## config.mk

```make
export PLATFORM = sky130hd
export DESIGN_NAME = bcdrt_core
export DESIGN_NICKNAME = d
export VERILOG_FILES = /design/src/shared/bcdrt_pkg.sv /design/src/shared/bcdrt_cnt_if.sv /design/src/design/bcdrt_bcd_cnt.sv /design/src/design/bcdrt_core.sv
export SDC_FILE = /design/constraint.sdc
export NUM_CORES = 1
export LEC_CHECK = 0
export BUFFER_PORTS_ARGS = -buffer_cell sky130_fd_sc_hd__buf_2
export CAP_MARGIN = 20
export CORE_ASPECT_RATIO = 1.4
export CORE_MARGIN = 1.5
export CORE_UTILIZATION = 58
export DETAILED_ROUTE_END_ITERATION = 16
export PLACE_DENSITY = 0.74
export SLEW_MARGIN = 40
export SYNTH_ARGS = -nofsm -noshare
export SYNTH_HDL_FRONTEND = slang
export SYNTH_SLANG_ARGS = --single-unit
```

## constraint.sdc

```tcl
create_clock -name clk_sys -period 4.9 [get_ports clk_sys]
set_clock_uncertainty 0.15 [all_clocks]
set_input_delay 0.245 -clock clk_sys [delete_from_list [all_inputs] [get_ports clk_sys]]
set_output_delay 0.245 -clock clk_sys [all_outputs]
set_load 0.05 [all_outputs]
```

## src/shared/bcdrt_pkg.sv

```systemverilog
// Constants and types shared by the calendar clock core
package bcdrt_pkg;
    localparam int unsigned NCNT = 7;
    localparam logic [2:0] A_SEC = 3'h0;
    localparam logic [2:0] A_MIN = 3'h1;
    localparam logic [2:0] A_HOUR = 3'h2;
    localparam logic [2:0] A_DAY = 3'h3;
    localparam logic [2:0] A_DATE = 3'h4;
    localparam logic [2:0] A_MONTH = 3'h5;
    localparam logic [2:0] A_YEAR = 3'h6;
    localparam logic [2:0] A_CAL = 3'h7;
    localparam logic [7:0] SLAVE_ADDR = 8'hd0;
    localparam int unsigned HALT_BIT = 7;
    localparam int unsigned SPARE_BIT = 7;
    localparam int unsigned CENT_HI = 7;
    localparam int unsigned CENT_LO = 6;
    localparam int unsigned MONTH_W = 5;
    localparam logic [7:0] FIELD_MASK [0:6] = '{8'h7f, 8'h7f, 8'h3f, 8'h07, 8'h3f, 8'h1f, 8'hff};
    localparam logic [7:0] FIELD_LO [0:6] = '{8'h00, 8'h00, 8'h00, 8'h01, 8'h01, 8'h01, 8'h00};
    localparam logic [7:0] FIELD_HI [0:6] = '{8'h59, 8'h59, 8'h23, 8'h07, 8'h31, 8'h12, 8'h99};
    localparam logic [1:0] CENT_RST = 2'h0;
    localparam logic [7:0] CAL_RST = 8'h00;
    localparam logic [7:0] DAYS_28 = 8'h28;
    localparam logic [7:0] DAYS_29 = 8'h29;
    localparam logic [7:0] DAYS_30 = 8'h30;
    localparam logic [7:0] DAYS_31 = 8'h31;
    localparam logic [4:0] M_FEB = 5'h02;
    localparam logic [4:0] M_APR = 5'h04;
    localparam logic [4:0] M_JUN = 5'h06;
    localparam logic [4:0] M_SEP = 5'h09;
    localparam logic [4:0] M_NOV = 5'h11;
    localparam int unsigned OSC_FREQ_HZ = 32768;
    localparam int unsigned DIV_W = 15;
    localparam logic [DIV_W-1:0] DIV_LAST = DIV_W'(OSC_FREQ_HZ - 1);
    localparam logic [3:0] BYTE_BITS = 4'h8;
    localparam logic [3:0] LAST_BIT = 4'h7;
    typedef enum logic [3:0] {
        S_IDLE, S_ADDR, S_ACK_ADDR, S_WORD, S_ACK_WORD, S_WDATA, S_ACK_DATA, S_RDATA, S_MACK
    } bcdrt_i2c_state_t;
endpackage

```

## src/shared/bcdrt_cnt_if.sv

```systemverilog
// Control and status bundle of one BCD time counter
`timescale 1ns/1ps
`default_nettype none
interface bcdrt_cnt_if;
    logic inc;
    logic load;
    logic [7:0] ld_val;
    logic [7:0] lo;
    logic [7:0] hi;
    logic [7:0] val;
    logic wrap;
    modport ctrl (output inc, output load, output ld_val, output lo, output hi,
                  input val, input wrap);
    modport cnt (input inc, input load, input ld_val, input lo, input hi,
                 output val, output wrap);
endinterface
`default_nettype wire

```

## src/design/bcdrt_bcd_cnt.sv

```systemverilog
// One two-digit BCD counter with load and wrap
`timescale 1ns/1ps
`default_nettype none
module bcdrt_bcd_cnt #(
    parameter logic [7:0] RST_VAL = 8'h00
) (
    // Clock, reset, enable
    input wire logic clk_sys,
    input wire logic sys_rst,
    input wire logic ce,
    // Counter bundle
    bcdrt_cnt_if.cnt bus
);
    logic [7:0] val_q;

    assign bus.val = val_q;
    assign bus.wrap = bus.inc && !bus.load && (val_q >= bus.hi);

    always_ff @(posedge clk_sys or posedge sys_rst) begin
        if (sys_rst) begin
            val_q <= RST_VAL;
        end else if (ce) begin
            if (bus.load) begin
                val_q <= bus.ld_val;
            end else if (bus.inc) begin
                // Also catches a value left above a shortened limit
                if (val_q >= bus.hi) begin
                    val_q <= bus.lo;
                end else if (val_q[3:0] == 4'h9) begin
                    val_q <= {val_q[7:4] + 4'h1, 4'h0};
                end else begin
                    val_q <= {val_q[7:4], val_q[3:0] + 4'h1};
                end
            end
        end
    end
endmodule // bcdrt_bcd_cnt
`default_nettype wire

```

## src/design/bcdrt_core.sv

```systemverilog
// Serial-bus BCD calendar clock core with slave interface and time chain
//
// Contract
// - Time and date live in eight BCD registers: second, minute, hour, day, date, century/month, year, calibration.
// - The register pointer advances by one after each data byte written and after each byte read that the master acknowledges.
// - Hours count 00 to 23 in BCD and then roll over.
// - Months end at 28, 29, 30 or 31 days, February following the leap year.
// - The seconds advance once per 32768 rising edges of the 32.768 kHz oscillator input.
// - Only the slave address D0h after a start is answered, then registers follow in sequence.
// - Bit 7 of register 0h halts the oscillator when 1 and lets it run when 0.
// - A write to registers 0h to 6h loads the running clock and clears the divider.
// - While a read addresses 0h to 6h, the readable copy is frozen until master NACK, stop or pointer 7h.
`timescale 1ns/1ps
`default_nettype none
module bcdrt_core (
    // Clock, reset, enable
    input wire logic clk_sys,
    input wire logic sys_rst,
    input wire logic ce,
    // Oscillator pin
    input wire logic osc_in,
    // Serial bus pins
    input wire logic scl_in,
    input wire logic sda_in,
    output logic sda_o,
    output logic sda_oe
);
    import bcdrt_pkg::*;

    logic [2:0] osc_sync_q;
    logic [1:0] scl_sync_q;
    logic [1:0] sda_sync_q;
    logic scl_prev_q;
    logic sda_prev_q;
    logic [DIV_W-1:0] div_q;
    logic halt_q;
    logic spare_q;
    logic [1:0] century_q;
    logic [7:0] cal_q;
    logic [7:0] snap_q [0:6];
    bcdrt_i2c_state_t state_q;
    logic [3:0] bit_q;
    logic [7:0] shift_q;
    logic [2:0] ptr_q;
    logic rw_q;
    logic scl_rise;
    logic scl_fall;
    logic start_cond;
    logic stop_cond;
    logic osc_edge;
    logic tick;
    logic wr_stb;
    logic frozen;
    logic leap;
    logic [7:0] month_days;
    logic [7:0] rd_byte;
    logic [6:0] inc_v;
    logic [7:0] val_v [0:6];
    logic [6:0] wrap_v;

    bcdrt_cnt_if cif [NCNT] ();

    // Synchronisers: first stage feeds only the second
    always_ff @(posedge clk_sys or posedge sys_rst) begin
        if (sys_rst) begin
            osc_sync_q <= 3'h0;
            scl_sync_q <= 2'h3;
            sda_sync_q <= 2'h3;
            scl_prev_q <= 1'b1;
            sda_prev_q <= 1'b1;
        end else if (ce) begin
            osc_sync_q <= {osc_sync_q[1:0], osc_in};
            scl_sync_q <= {scl_sync_q[0], scl_in};
            sda_sync_q <= {sda_sync_q[0], sda_in};
            scl_prev_q <= scl_sync_q[1];
            sda_prev_q <= sda_sync_q[1];
        end
    end

    assign osc_edge = osc_sync_q[1] && !osc_sync_q[2];
    assign scl_rise = scl_sync_q[1] && !scl_prev_q;
    assign scl_fall = !scl_sync_q[1] && scl_prev_q;
    assign start_cond = scl_sync_q[1] && scl_prev_q && !sda_sync_q[1] && sda_prev_q;
    assign stop_cond = scl_sync_q[1] && scl_prev_q && sda_sync_q[1] && !sda_prev_q;

    // Data byte taken at the fall that ends its eighth bit
    assign wr_stb = (state_q == S_WDATA) && scl_fall && (bit_q == BYTE_BITS);

    // Divider: halted oscillator gives no edges to count
    always_ff @(posedge clk_sys or posedge sys_rst) begin
        if (sys_rst) begin
            div_q <= '0;
        end else if (ce) begin
            if (wr_stb && ptr_q != A_CAL) begin
                div_q <= '0;
            end else if (osc_edge && !halt_q) begin
                div_q <= (div_q == DIV_LAST) ? '0 : div_q + 1'b1;
            end
        end
    end

    assign tick = osc_edge && !halt_q && (div_q == DIV_LAST) && !wr_stb;

    // Leap year from BCD year: divisible by four
    assign leap = val_v[A_YEAR][4] ? (val_v[A_YEAR][3:0] == 4'h2 || val_v[A_YEAR][3:0] == 4'h6)
                : (val_v[A_YEAR][3:0] == 4'h0 || val_v[A_YEAR][3:0] == 4'h4
                   || val_v[A_YEAR][3:0] == 4'h8);

    always_comb begin
        unique case (val_v[A_MONTH][MONTH_W-1:0])
            M_FEB: month_days = leap ? DAYS_29 : DAYS_28;
            M_APR, M_JUN, M_SEP, M_NOV: month_days = DAYS_30;
            default: month_days = DAYS_31;
        endcase
    end

    // Carry chain: day of week and date both step at midnight
    assign inc_v[A_SEC] = tick;
    assign inc_v[A_MIN] = wrap_v[A_SEC];
    assign inc_v[A_HOUR] = wrap_v[A_MIN];
    assign inc_v[A_DAY] = wrap_v[A_HOUR];
    assign inc_v[A_DATE] = wrap_v[A_HOUR];
    assign inc_v[A_MONTH] = wrap_v[A_DATE];
    assign inc_v[A_YEAR] = wrap_v[A_MONTH];

    genvar g;
    generate
        for (g = 0; g < NCNT; g++) begin : g_cnt
            assign cif[g].inc = inc_v[g];
            assign cif[g].load = wr_stb && (ptr_q == 3'(g));
            assign cif[g].ld_val = shift_q & FIELD_MASK[g];
            assign cif[g].lo = FIELD_LO[g];
            assign cif[g].hi = (g == A_DATE) ? month_days : FIELD_HI[g];
            assign val_v[g] = cif[g].val;
            assign wrap_v[g] = cif[g].wrap;
            bcdrt_bcd_cnt #(
                .RST_VAL(FIELD_LO[g])
            ) u_cnt (
                .clk_sys(clk_sys),
                .sys_rst(sys_rst),
                .ce(ce),
                .bus(cif[g].cnt)
            );
        end
    endgenerate

    // Control bits sharing clock registers, plus calibration byte
    always_ff @(posedge clk_sys or posedge sys_rst) begin
        if (sys_rst) begin
            halt_q <= 1'b0;
            spare_q <= 1'b0;
            century_q <= CENT_RST;
            cal_q <= CAL_RST;
        end else if (ce) begin
            if (wr_stb && ptr_q == A_SEC) begin
                halt_q <= shift_q[HALT_BIT];
            end
            if (wr_stb && ptr_q == A_MIN) begin
                spare_q <= shift_q[SPARE_BIT];
            end
            if (wr_stb && ptr_q == A_MONTH) begin
                century_q <= shift_q[CENT_HI:CENT_LO];
            end else if (wrap_v[A_YEAR]) begin
                century_q <= century_q + 2'h1;
            end
            if (wr_stb && ptr_q == A_CAL) begin
                cal_q <= shift_q;
            end
        end
    end

    // Readable copy holds still while a clock byte is being read out
    assign frozen = (state_q == S_RDATA || state_q == S_MACK) && (ptr_q != A_CAL);

    always_ff @(posedge clk_sys or posedge sys_rst) begin
        if (sys_rst) begin
            for (int i = 0; i < NCNT; i++) begin
                snap_q[i] <= FIELD_LO[i];
            end
        end else if (ce && !frozen) begin
            for (int i = 0; i < NCNT; i++) begin
                snap_q[i] <= val_v[i];
            end
            snap_q[A_SEC][HALT_BIT] <= halt_q;
            snap_q[A_MIN][SPARE_BIT] <= spare_q;
            snap_q[A_MONTH][CENT_HI:CENT_LO] <= century_q;
        end
    end

    assign rd_byte = (ptr_q == A_CAL) ? cal_q : snap_q[ptr_q];

    // Serial slave: sample on SCL rise, change SDA after SCL fall
    always_ff @(posedge clk_sys or posedge sys_rst) begin
        if (sys_rst) begin
            state_q <= S_IDLE;
            bit_q <= 4'h0;
            shift_q <= 8'h00;
            ptr_q <= A_SEC;
            rw_q <= 1'b0;
        end else if (ce) begin
            if (start_cond) begin
                state_q <= S_ADDR;
                bit_q <= 4'h0;
            end else if (stop_cond) begin
                state_q <= S_IDLE;
            end else if (scl_rise) begin
                unique case (state_q)
                    S_ADDR, S_WORD, S_WDATA: begin
                        shift_q <= {shift_q[6:0], sda_sync_q[1]};
                        bit_q <= bit_q + 4'h1;
                    end
                    S_MACK: begin
                        if (sda_sync_q[1]) begin
                            state_q <= S_IDLE;
                        end else begin
                            ptr_q <= ptr_q + 3'h1;
                        end
                    end
                    default: begin
                    end
                endcase
            end else if (scl_fall) begin
                unique case (state_q)
                    S_ADDR: begin
                        if (bit_q == BYTE_BITS) begin
                            bit_q <= 4'h0;
                            if (shift_q[7:1] == SLAVE_ADDR[7:1]) begin
                                rw_q <= shift_q[0];
                                state_q <= S_ACK_ADDR;
                            end else begin
                                state_q <= S_IDLE;
                            end
                        end
                    end
                    S_WORD: begin
                        if (bit_q == BYTE_BITS) begin
                            bit_q <= 4'h0;
                            ptr_q <= shift_q[2:0];
                            state_q <= S_ACK_WORD;
                        end
                    end
                    S_WDATA: begin
                        if (bit_q == BYTE_BITS) begin
                            bit_q <= 4'h0;
                            ptr_q <= ptr_q + 3'h1;
                            state_q <= S_ACK_DATA;
                        end
                    end
                    S_ACK_ADDR: begin
                        if (rw_q) begin
                            shift_q <= rd_byte;
                            state_q <= S_RDATA;
                        end else begin
                            state_q <= S_WORD;
                        end
                    end
                    S_ACK_WORD, S_ACK_DATA: state_q <= S_WDATA;
                    S_RDATA: begin
                        if (bit_q == LAST_BIT) begin
                            bit_q <= 4'h0;
                            state_q <= S_MACK;
                        end else begin
                            shift_q <= {shift_q[6:0], 1'b0};
                            bit_q <= bit_q + 4'h1;
                        end
                    end
                    S_MACK: begin
                        shift_q <= rd_byte;
                        state_q <= S_RDATA;
                    end
                    S_IDLE: begin
                    end
                endcase
            end
        end
    end

    // Open drain: only ever pull low
    assign sda_o = 1'b0;
    assign sda_oe = (state_q == S_ACK_ADDR) || (state_q == S_ACK_WORD)
                  || (state_q == S_ACK_DATA) || (state_q == S_RDATA && !shift_q[7]);
endmodule // bcdrt_core
`default_nettype wire

```

==> results of run 1 <==
## cells by family (layout without fill, tap and decap cells)
| kind of cell | count (synthesis) | count (layout) | synth area share [%] |
|---|---|---|---|
| xor+xnor | 10 | 10 | 0.900 |
| fa+ha+maj | 35 | 35 | 4.50 |
| flops | 168 | 168 | 43.4 |
| buf+inv | 103 | 92 | 4.21 |
| compound gates | 271 | 271 | 18.3 |
| mux | 86 | 86 | 10.8 |
| other cells | 1 | 1 | 0.0385 |
| simple gates | 339 | 339 | 17.9 |
## synth_stat cells, drive strengths merged (4+ instances only)
| cell type | number | area (um2) |
|---|---|---|
| o31ai | 11 | 101 |
| o221ai | 4 | 35.0 |
| and4 | 7 | 61.3 |
| o21a | 5 | 37.5 |
| nand2 | 100 | 375 |
| clkbuf | 41 | 154 |
| nor3b | 7 | 52.6 |
| or2 | 4 | 25.0 |
| or3 | 5 | 31.3 |
| nor3 | 34 | 180 |
| nor4 | 12 | 75.1 |
| nand3b | 4 | 30.0 |
| and3 | 12 | 75.1 |
| nor2 | 63 | 236 |
| mux2 | 75 | 845 |
| a221oi | 9 | 78.8 |
| o22ai | 4 | 25.0 |
| o211ai | 5 | 37.5 |
| mux4 | 8 | 180 |
| a21boi | 4 | 33.8 |
| dfstp | 12 | 315 |
| nand2b | 5 | 31.3 |
| buf | 21 | 101 |
| a21o | 17 | 128 |
| inv | 39 | 146 |
| a41oi | 4 | 53.8 |
| a211oi | 8 | 60.1 |
| and2 | 8 | 50.1 |
| nor4b | 4 | 50.1 |
| nand4b | 5 | 43.8 |
| o21ai | 101 | 509 |
| xnor2 | 7 | 61.3 |
| dfrtp | 156 | 3900 |
| ha | 35 | 438 |
| a21oi | 49 | 245 |
| nand3 | 44 | 230 |
| nand4 | 9 | 62.6 |
| a31oi | 14 | 103 |
| nor2b | 8 | 50.1 |
| a22oi | 5 | 37.5 |
| a211o | 5 | 43.8 |
## path summary, 6_finish.rpt
check	from	end	slack, ps	cells after the start
min in group asynchronous	sys_rst	g_cnt[6].u_cnt.bus.val[4]	340	4
worst max register to register	g_cnt[6].u_cnt.bus.val[3]	g_cnt[6].u_cnt.bus.val[5]	1240	13
max in group asynchronous	sys_rst	g_cnt[3].u_cnt.bus.val[0]	3440	5
worst min register to register	snap_q[5]	snap_q[5]	330	2
worst max-delay path	g_cnt[6].u_cnt.bus.val[3]	g_cnt[6].u_cnt.bus.val[5]	1240	13
worst min-delay path	ce	g_cnt[2].u_cnt.bus.val[2]	190	3
## state kept, by name (all words and copies together), names as in the netlist
name and cells:
scl_sync_q 2, bit_q 4, div_q 15, century_q 2
g_cnt.u_cnt.bus.val 56, snap_q 56, sda_prev_q 1, cif.ld_val 8
cal_q 8, halt_q 1, rw_q 1, scl_prev_q 1
osc_sync_q 3, state_q 4, sda_sync_q 2, spare_q 1
ptr_q 3
## metal layers
| layer | track usage [%] | vias up | part of all wire [%] |
|---|---|---|---|
| li1 | - | 3659 | - |
| met1 | 36.7 | 3840 | 41 |
| met2 | 48.5 | 233 | 50 |
| met3 | 5.54 | 60 | 5.1 |
| met4 | 13.3 | 0 | 3.8 |
| met5 | 0 | - | 0 |
## timing repair
item | 4_1_cts | 5_1_grt
endpoints found under the setup margin | 0 | 0
endpoints found under the hold margin | 76 | 0
hold buffers | 4 | 0
## power groups by stage
stage / clock network [mW] / registers (mW) / logic (mW)
finish: 1.63 / 1.67 / 0.318
global route: 1.70 / 1.68 / 0.359
floorplan: 0 / 1.54 / 0.299
detailed placement: 0 / 1.69 / 0.314
global placement: 0 / 1.69 / 0.300
CTS: 1.65 / 1.66 / 0.319
## final cells by class
class	instances	share of cell area, %
clock buffers	21	4.52
clock inverters	11	2.25
inverters	41	1.48
multi-input cells	742	48.0
flip-flops and latches	168	39.7
well taps	199	2.34
repair buffers	19	1.72
## metrics by stage
stage	utilization (%)	power (mW)	setup slack [ps]	area [um2]
2_1_floorplan	-	1.84	1530	9730
3_3_place_gp	60.4	1.99	1330	9840
3_5_place_dp	60.6	2.00	1280	9880
4_1_cts	65.2	3.63	1230	10600
5_1_grt	65.2	3.74	1030	10600
6_report	65.2	3.62	1240	10600
## worst min-delay path: cells and delay by family
family / cells / cell delay [ps]
buf+inv: 1 / 240
simple gates: 1 / 150
compound gates: 1 / 90
==> flow_summary_export.csv, run 1 <==
group,metric,value,unit
floorplan,chipWidth,112,um
floorplan,coreArea,16300,um2
power_and_ir_drop,pwr-share-clk,45.1,%
cells_and_area,diodes,0,
synthesis,syn_inst,1013,
cells_and_area,multi_input_comb_area,5110,um2
power_and_ir_drop,swShare,26.7,%
synthesis,async_reset_ff_share,100,%
cells_and_area,fin_cells,1201,
clocking,insertion_delay,440,ps
cells_and_area,drive_gt1_share,16.2,%
clocking,cts_made_buffers,17,
sta,rsz0062_at_grt,"no",
detailed_routing,wl_per_cell,20.1,um
critical_path,cp-end-kind,"flip-flop",
cells_and_area,regArea,4220,um2
power_and_ir_drop,leakage,4.78,nW
floorplan,rows,55,
clocking,cts_tree,"yes",
global_routing,grt_pass1_wl,39.5,mm
power_and_ir_drop,p_sw,0.968,mW
sta,max_slew.worst_pin.slew,760,ps
sta,finalCriticalPeriod,3660,ps
job,drv_cap,0,
global_routing,grt_max_degree,87,
global_routing,antenna_found_initial,0,
placed_design,placedCellCount,1165,
critical_path,cpPeakStageDelay,460,ps
critical_path,crit_family,"compound AO/OA/AOI/OAI gates",
placed_design,place.gp.congestion,0.889,
clocking,post_cts_buffers,0,
synthesis,ys_types,81,
critical_path,cpMostUsedCell,"a21oi_1",
floorplan,io_pins,8,
power_and_ir_drop,pwr_density_cell,341,nW/um2
critical_path,crit_path_top_delay_cell,"dfrtp_1",
detailed_routing,drt_iter0_drc,695,
clocking,root_buffer,"clkbuf_16",
floorplan,die_y,156,um
sta,holdWs,189,ps
critical_path,critPathLaunchType,"flip-flop",
sta,clock.fmax,273,MHz
cells_and_area,final_cell_mix,"156 x dfrtp_1, 99 x nand2_1, 93 x o21ai_0",
synthesis,syn-num-nets,1054,
global_routing,grt_pass1_vias,7513,
synthesis,ys_ff_latch,168,
placed_design,numPortBuffers,6,
sta,drv_slew,0,
clocking,clock_sinks,168,
global_routing,grt_usage,29.0,%
global_routing,grt_overflow_total,0,
clocking,htree_levels,4,
detailed_routing,routed_via_density,6.49,
power_and_ir_drop,seq_power_share,46.1,%
critical_path,crit_path_cell_trace,"a211o_1 -> o21ai_0 -> nand2_1 -> a21oi_1 -> nor4_1 -> a21oi_1 -> ha_1 -> or4b_1 -> a21o_1 -> a31oi_4 -> nor3_2 -> a41oi_4 -> mux2_1",
detailed_routing,vias,7792,
detailed_routing,drc,0,
detailed_routing,routed_wl,24.2,mm
synthesis,synth_edf_count,0,
clocking,cts_resized,0,
outcome,status,"completed",
synthesis,synth_top_flop_cell,"dfrtp_1",
detailed_routing,ant_nets,0,
detailed_routing,drt_pass1_iterations,8,
sta,finalHoldViolations,0,
critical_path,worstSetupPathType,"flip-flop to flip-flop",
synthesis,synth_warnings,0,
sta,tns,0,ps
cells_and_area,final_common_cell,"dfrtp_1",
sta,slew_headroom,49.4,%
power_and_ir_drop,internal_power,2.66,mW
placed_design,dp_hpwl,16.5,mm
critical_path,timing.critical_path.buf_inv,0,
floorplan,start_util,59.7,%
clocking,path_clk_slew,60,ps
cells_and_area,n_fill_cell,1283,
clocking,clock_path_buffers,2,
critical_path,crit_required,5070,ps
floorplan,die_area,17600,um2
sta,setup_violations,0,
synthesis,synth_seq_area_share,43.4,%
critical_path,crit_fanout,10,
power_and_ir_drop,combPwrFrac,8.8,%
synthesis,synth_area,9730,um2
critical_path,arrival,3830,ps
hold_path,worstHoldPathType,"input port to flip-flop",
sta,period_share,74.7,%
cells_and_area,nets,1030,
synthesis,syn-mean-instance-area,9.60,um2
power_and_ir_drop,ir_drop,0.201,mV
cells_and_area,area_delta_synth_final,9.31,%
Note: power is estimated with default switching activity, not from simulation.
==> run 2, diff against run 1 <==
- clock period: 4.9 -> 3 ns (I/O delays scaled with it)
==> run 2 against run 1 <==
  * The flow now finishes with violations (setup timing)
  * Sequential share of layout area decreased by 1.1 points
  * First-iteration DRC count down 14%
  * Combinational power increased by 100%
  * Wire length rose by 4.1%
  * Largest power group unchanged
  * Flip-flop and latch count stayed put
==> flow_summary_export.csv, run 2 (synthesis gave the netlist of run 1 again) <==
group,metric,value,unit
job,drv_cap,0,
sta,slew_headroom,50.4,%
clocking,path_clk_slew,60,ps
power_and_ir_drop,ir_drop,0.353,mV
cells_and_area,drive_gt1_share,20.8,%
placed_design,numPortBuffers,6,
clocking,clock_path_buffers,2,
hold_path,hold_start,"ce",
clocking,clock_sinks,168,
critical_path,arrival,3460,ps
sta,holdWs,129,ps
detailed_routing,drc,0,
cells_and_area,final_common_cell,"dfrtp_1",
global_routing,grt_pass1_wl,41.4,mm
detailed_routing,routed_via_density,6.38,
detailed_routing,wl_met1,10.1,mm
sta,rsz0062_at_grt,"yes",
sta,clock.fmax,304,MHz
global_routing,grt_usage,30.3,%
critical_path,crit_fanout,5,
global_routing,grt_max_degree,100,
detailed_routing,drt_iter0_drc,599,
floorplan,die_area,17600,um2
cells_and_area,nets,1081,
sta,finalCriticalPeriod,3290,ps
hold_path,worstHoldPathType,"input port to flip-flop",
detailed_routing,ant_nets,0,
critical_path,r2r_cells,14,
clocking,root_buffer,"clkbuf_16",
placed_design,placedCellCount,1215,
sta,finalHoldViolations,0,
power_and_ir_drop,pwr-share-clk,39.7,%
clocking,cts_made_buffers,17,
power_and_ir_drop,combPwrFrac,11.7,%
critical_path,critPathLaunchType,"flip-flop",
power_and_ir_drop,pwr_density_cell,500,nW/um2
cells_and_area,stdcell_area,10900,um2
floorplan,chipWidth,112,um
critical_path,r2r_setup_slack,-290,ps
detailed_routing,highest_layer,"met4",
critical_path,regToRegStartpoint,"g_cnt[6].u_cnt.bus.val[3]",
critical_path,cp-end-kind,"flip-flop",
sta,layout_setup_ws,-290,ps
power_and_ir_drop,internal_power,3.87,mW
clocking,insertion_delay,430,ps
power_and_ir_drop,p_sw,1.60,mW
critical_path,crit_required,3160,ps
cells_and_area,final_cell_mix,"156 x dfrtp_1, 99 x nand2_1, 91 x o21ai_0",
detailed_routing,met2_length,12.5,mm
sta,drv_slew,0,
floorplan,rows,55,
floorplan,io_pins,8,
detailed_routing,wl_per_cell,20.1,um
clocking,cts_tree,"yes",
hold_path,hold_path_end,"halt_q",
cells_and_area,area_delta_synth_final,12.5,%
global_routing,antenna_found_initial,0,
sta,period_share,110,%
critical_path,worstSetupPathType,"flip-flop to flip-flop",
cells_and_area,n_fill_cell,1311,
detailed_routing,routed_wl,25.2,mm
detailed_routing,wl_met3,1.12,mm
sta,max_slew.worst_pin.slew,744,ps
power_and_ir_drop,total_power,5.47,mW
cells_and_area,diodes,0,
floorplan,coreArea,16300,um2
global_routing,grt_overflow_total,0,
power_and_ir_drop,leakage,4.99,nW
outcome,violations,"setup timing",
detailed_routing,drt_pass1_iterations,8,
placed_design,pre_cts_slack,-296,ps
floorplan,start_util,59.7,%
critical_path,r2r-end,"g_cnt[6].u_cnt.bus.val[4]",
hold_path,whs_path_depth,4,
placed_design,dpl_cell_area,10300,um2
clocking,htree_levels,4,
power_and_ir_drop,swShare,29.3,%
power_and_ir_drop,seq_power_share,48.6,%
cells_and_area,fin_cells,1252,
global_routing,grt_pass1_vias,8011,
sta,setup_violations,24,
outcome,status,"finished, violations left",
sta,tns,-4370,ps
floorplan,die_y,156,um
placed_design,place.gp.congestion,0.890,
cells_and_area,post-route-util,67.1,%
placed_design,dp_hpwl,17.7,mm
detailed_routing,vias,7990,
## run 2: repair_timing
action,in CTS,in global routing
endpoints found under the hold margin,159,0
endpoints found under the setup margin,24,27
setup buffers,1,0
hold buffers,4,0
pin swaps,1,1
resized for setup,7,2
## run 2: layout make-up
class                   instances  area (um2)  share of cell area, %
multi-input cells             742        5150                   47.1
flip-flops and latches        168        4220                   38.5
repair buffers                 70         587                   5.36
clock buffers                  19         433                   3.95
well taps                     199         249                   2.27
inverters                      41         158                   1.44
clock inverters                13         148                   1.35
## run 2: critical path, cell delays in order, from the launching register on
cell and delay (ps):
dfrtp_1 380, a211o_1 300, o21ai_2 70, nand2_1 80, a21oi_1 120, nor4_1 60
a21oi_1 170, ha_1 260, or4b_1 480, a21o_1 200, a31oi_4 210, buf_12 150
nor3_4 40, a41oi_4 180, mux2_4 320
## run 2: how the worst max path moves through the flow
stage                                    startpoint                         to  depth (start not counted)
after global placement    g_cnt[6].u_cnt.bus.val[3]  g_cnt[6].u_cnt.bus.val[4]                         14
after CTS                 g_cnt[6].u_cnt.bus.val[3]  g_cnt[6].u_cnt.bus.val[4]                         14
after floorplan           g_cnt[6].u_cnt.bus.val[3]  g_cnt[6].u_cnt.bus.val[4]                         14
after detailed placement  g_cnt[6].u_cnt.bus.val[3]  g_cnt[4].u_cnt.bus.val[3]                         14
after global routing      g_cnt[6].u_cnt.bus.val[3]  g_cnt[6].u_cnt.bus.val[4]                         14
final                     g_cnt[6].u_cnt.bus.val[3]  g_cnt[6].u_cnt.bus.val[4]                         14
## run 2: per-layer routing
| metal | global-route usage (%) | up-vias |
|---|---|---|
| met3 | 5.23 | 87 |
| met4 | 17.4 | 0 |
| met1 | 36.5 | 3936 |
| li1 | - | 3745 |
| met5 | 0 | - |
| met2 | 51.4 | 222 |
## run 2: power by group through the flow
stage	Clock [mW]	Combinational [mW]	Sequential [mW]
after global routing	2.29	0.712	2.67
after detailed placement	0	0.629	2.69
after CTS	2.20	0.637	2.65
final	2.17	0.642	2.66
after floorplan	0	0.488	2.52
after global placement	0	0.615	2.68
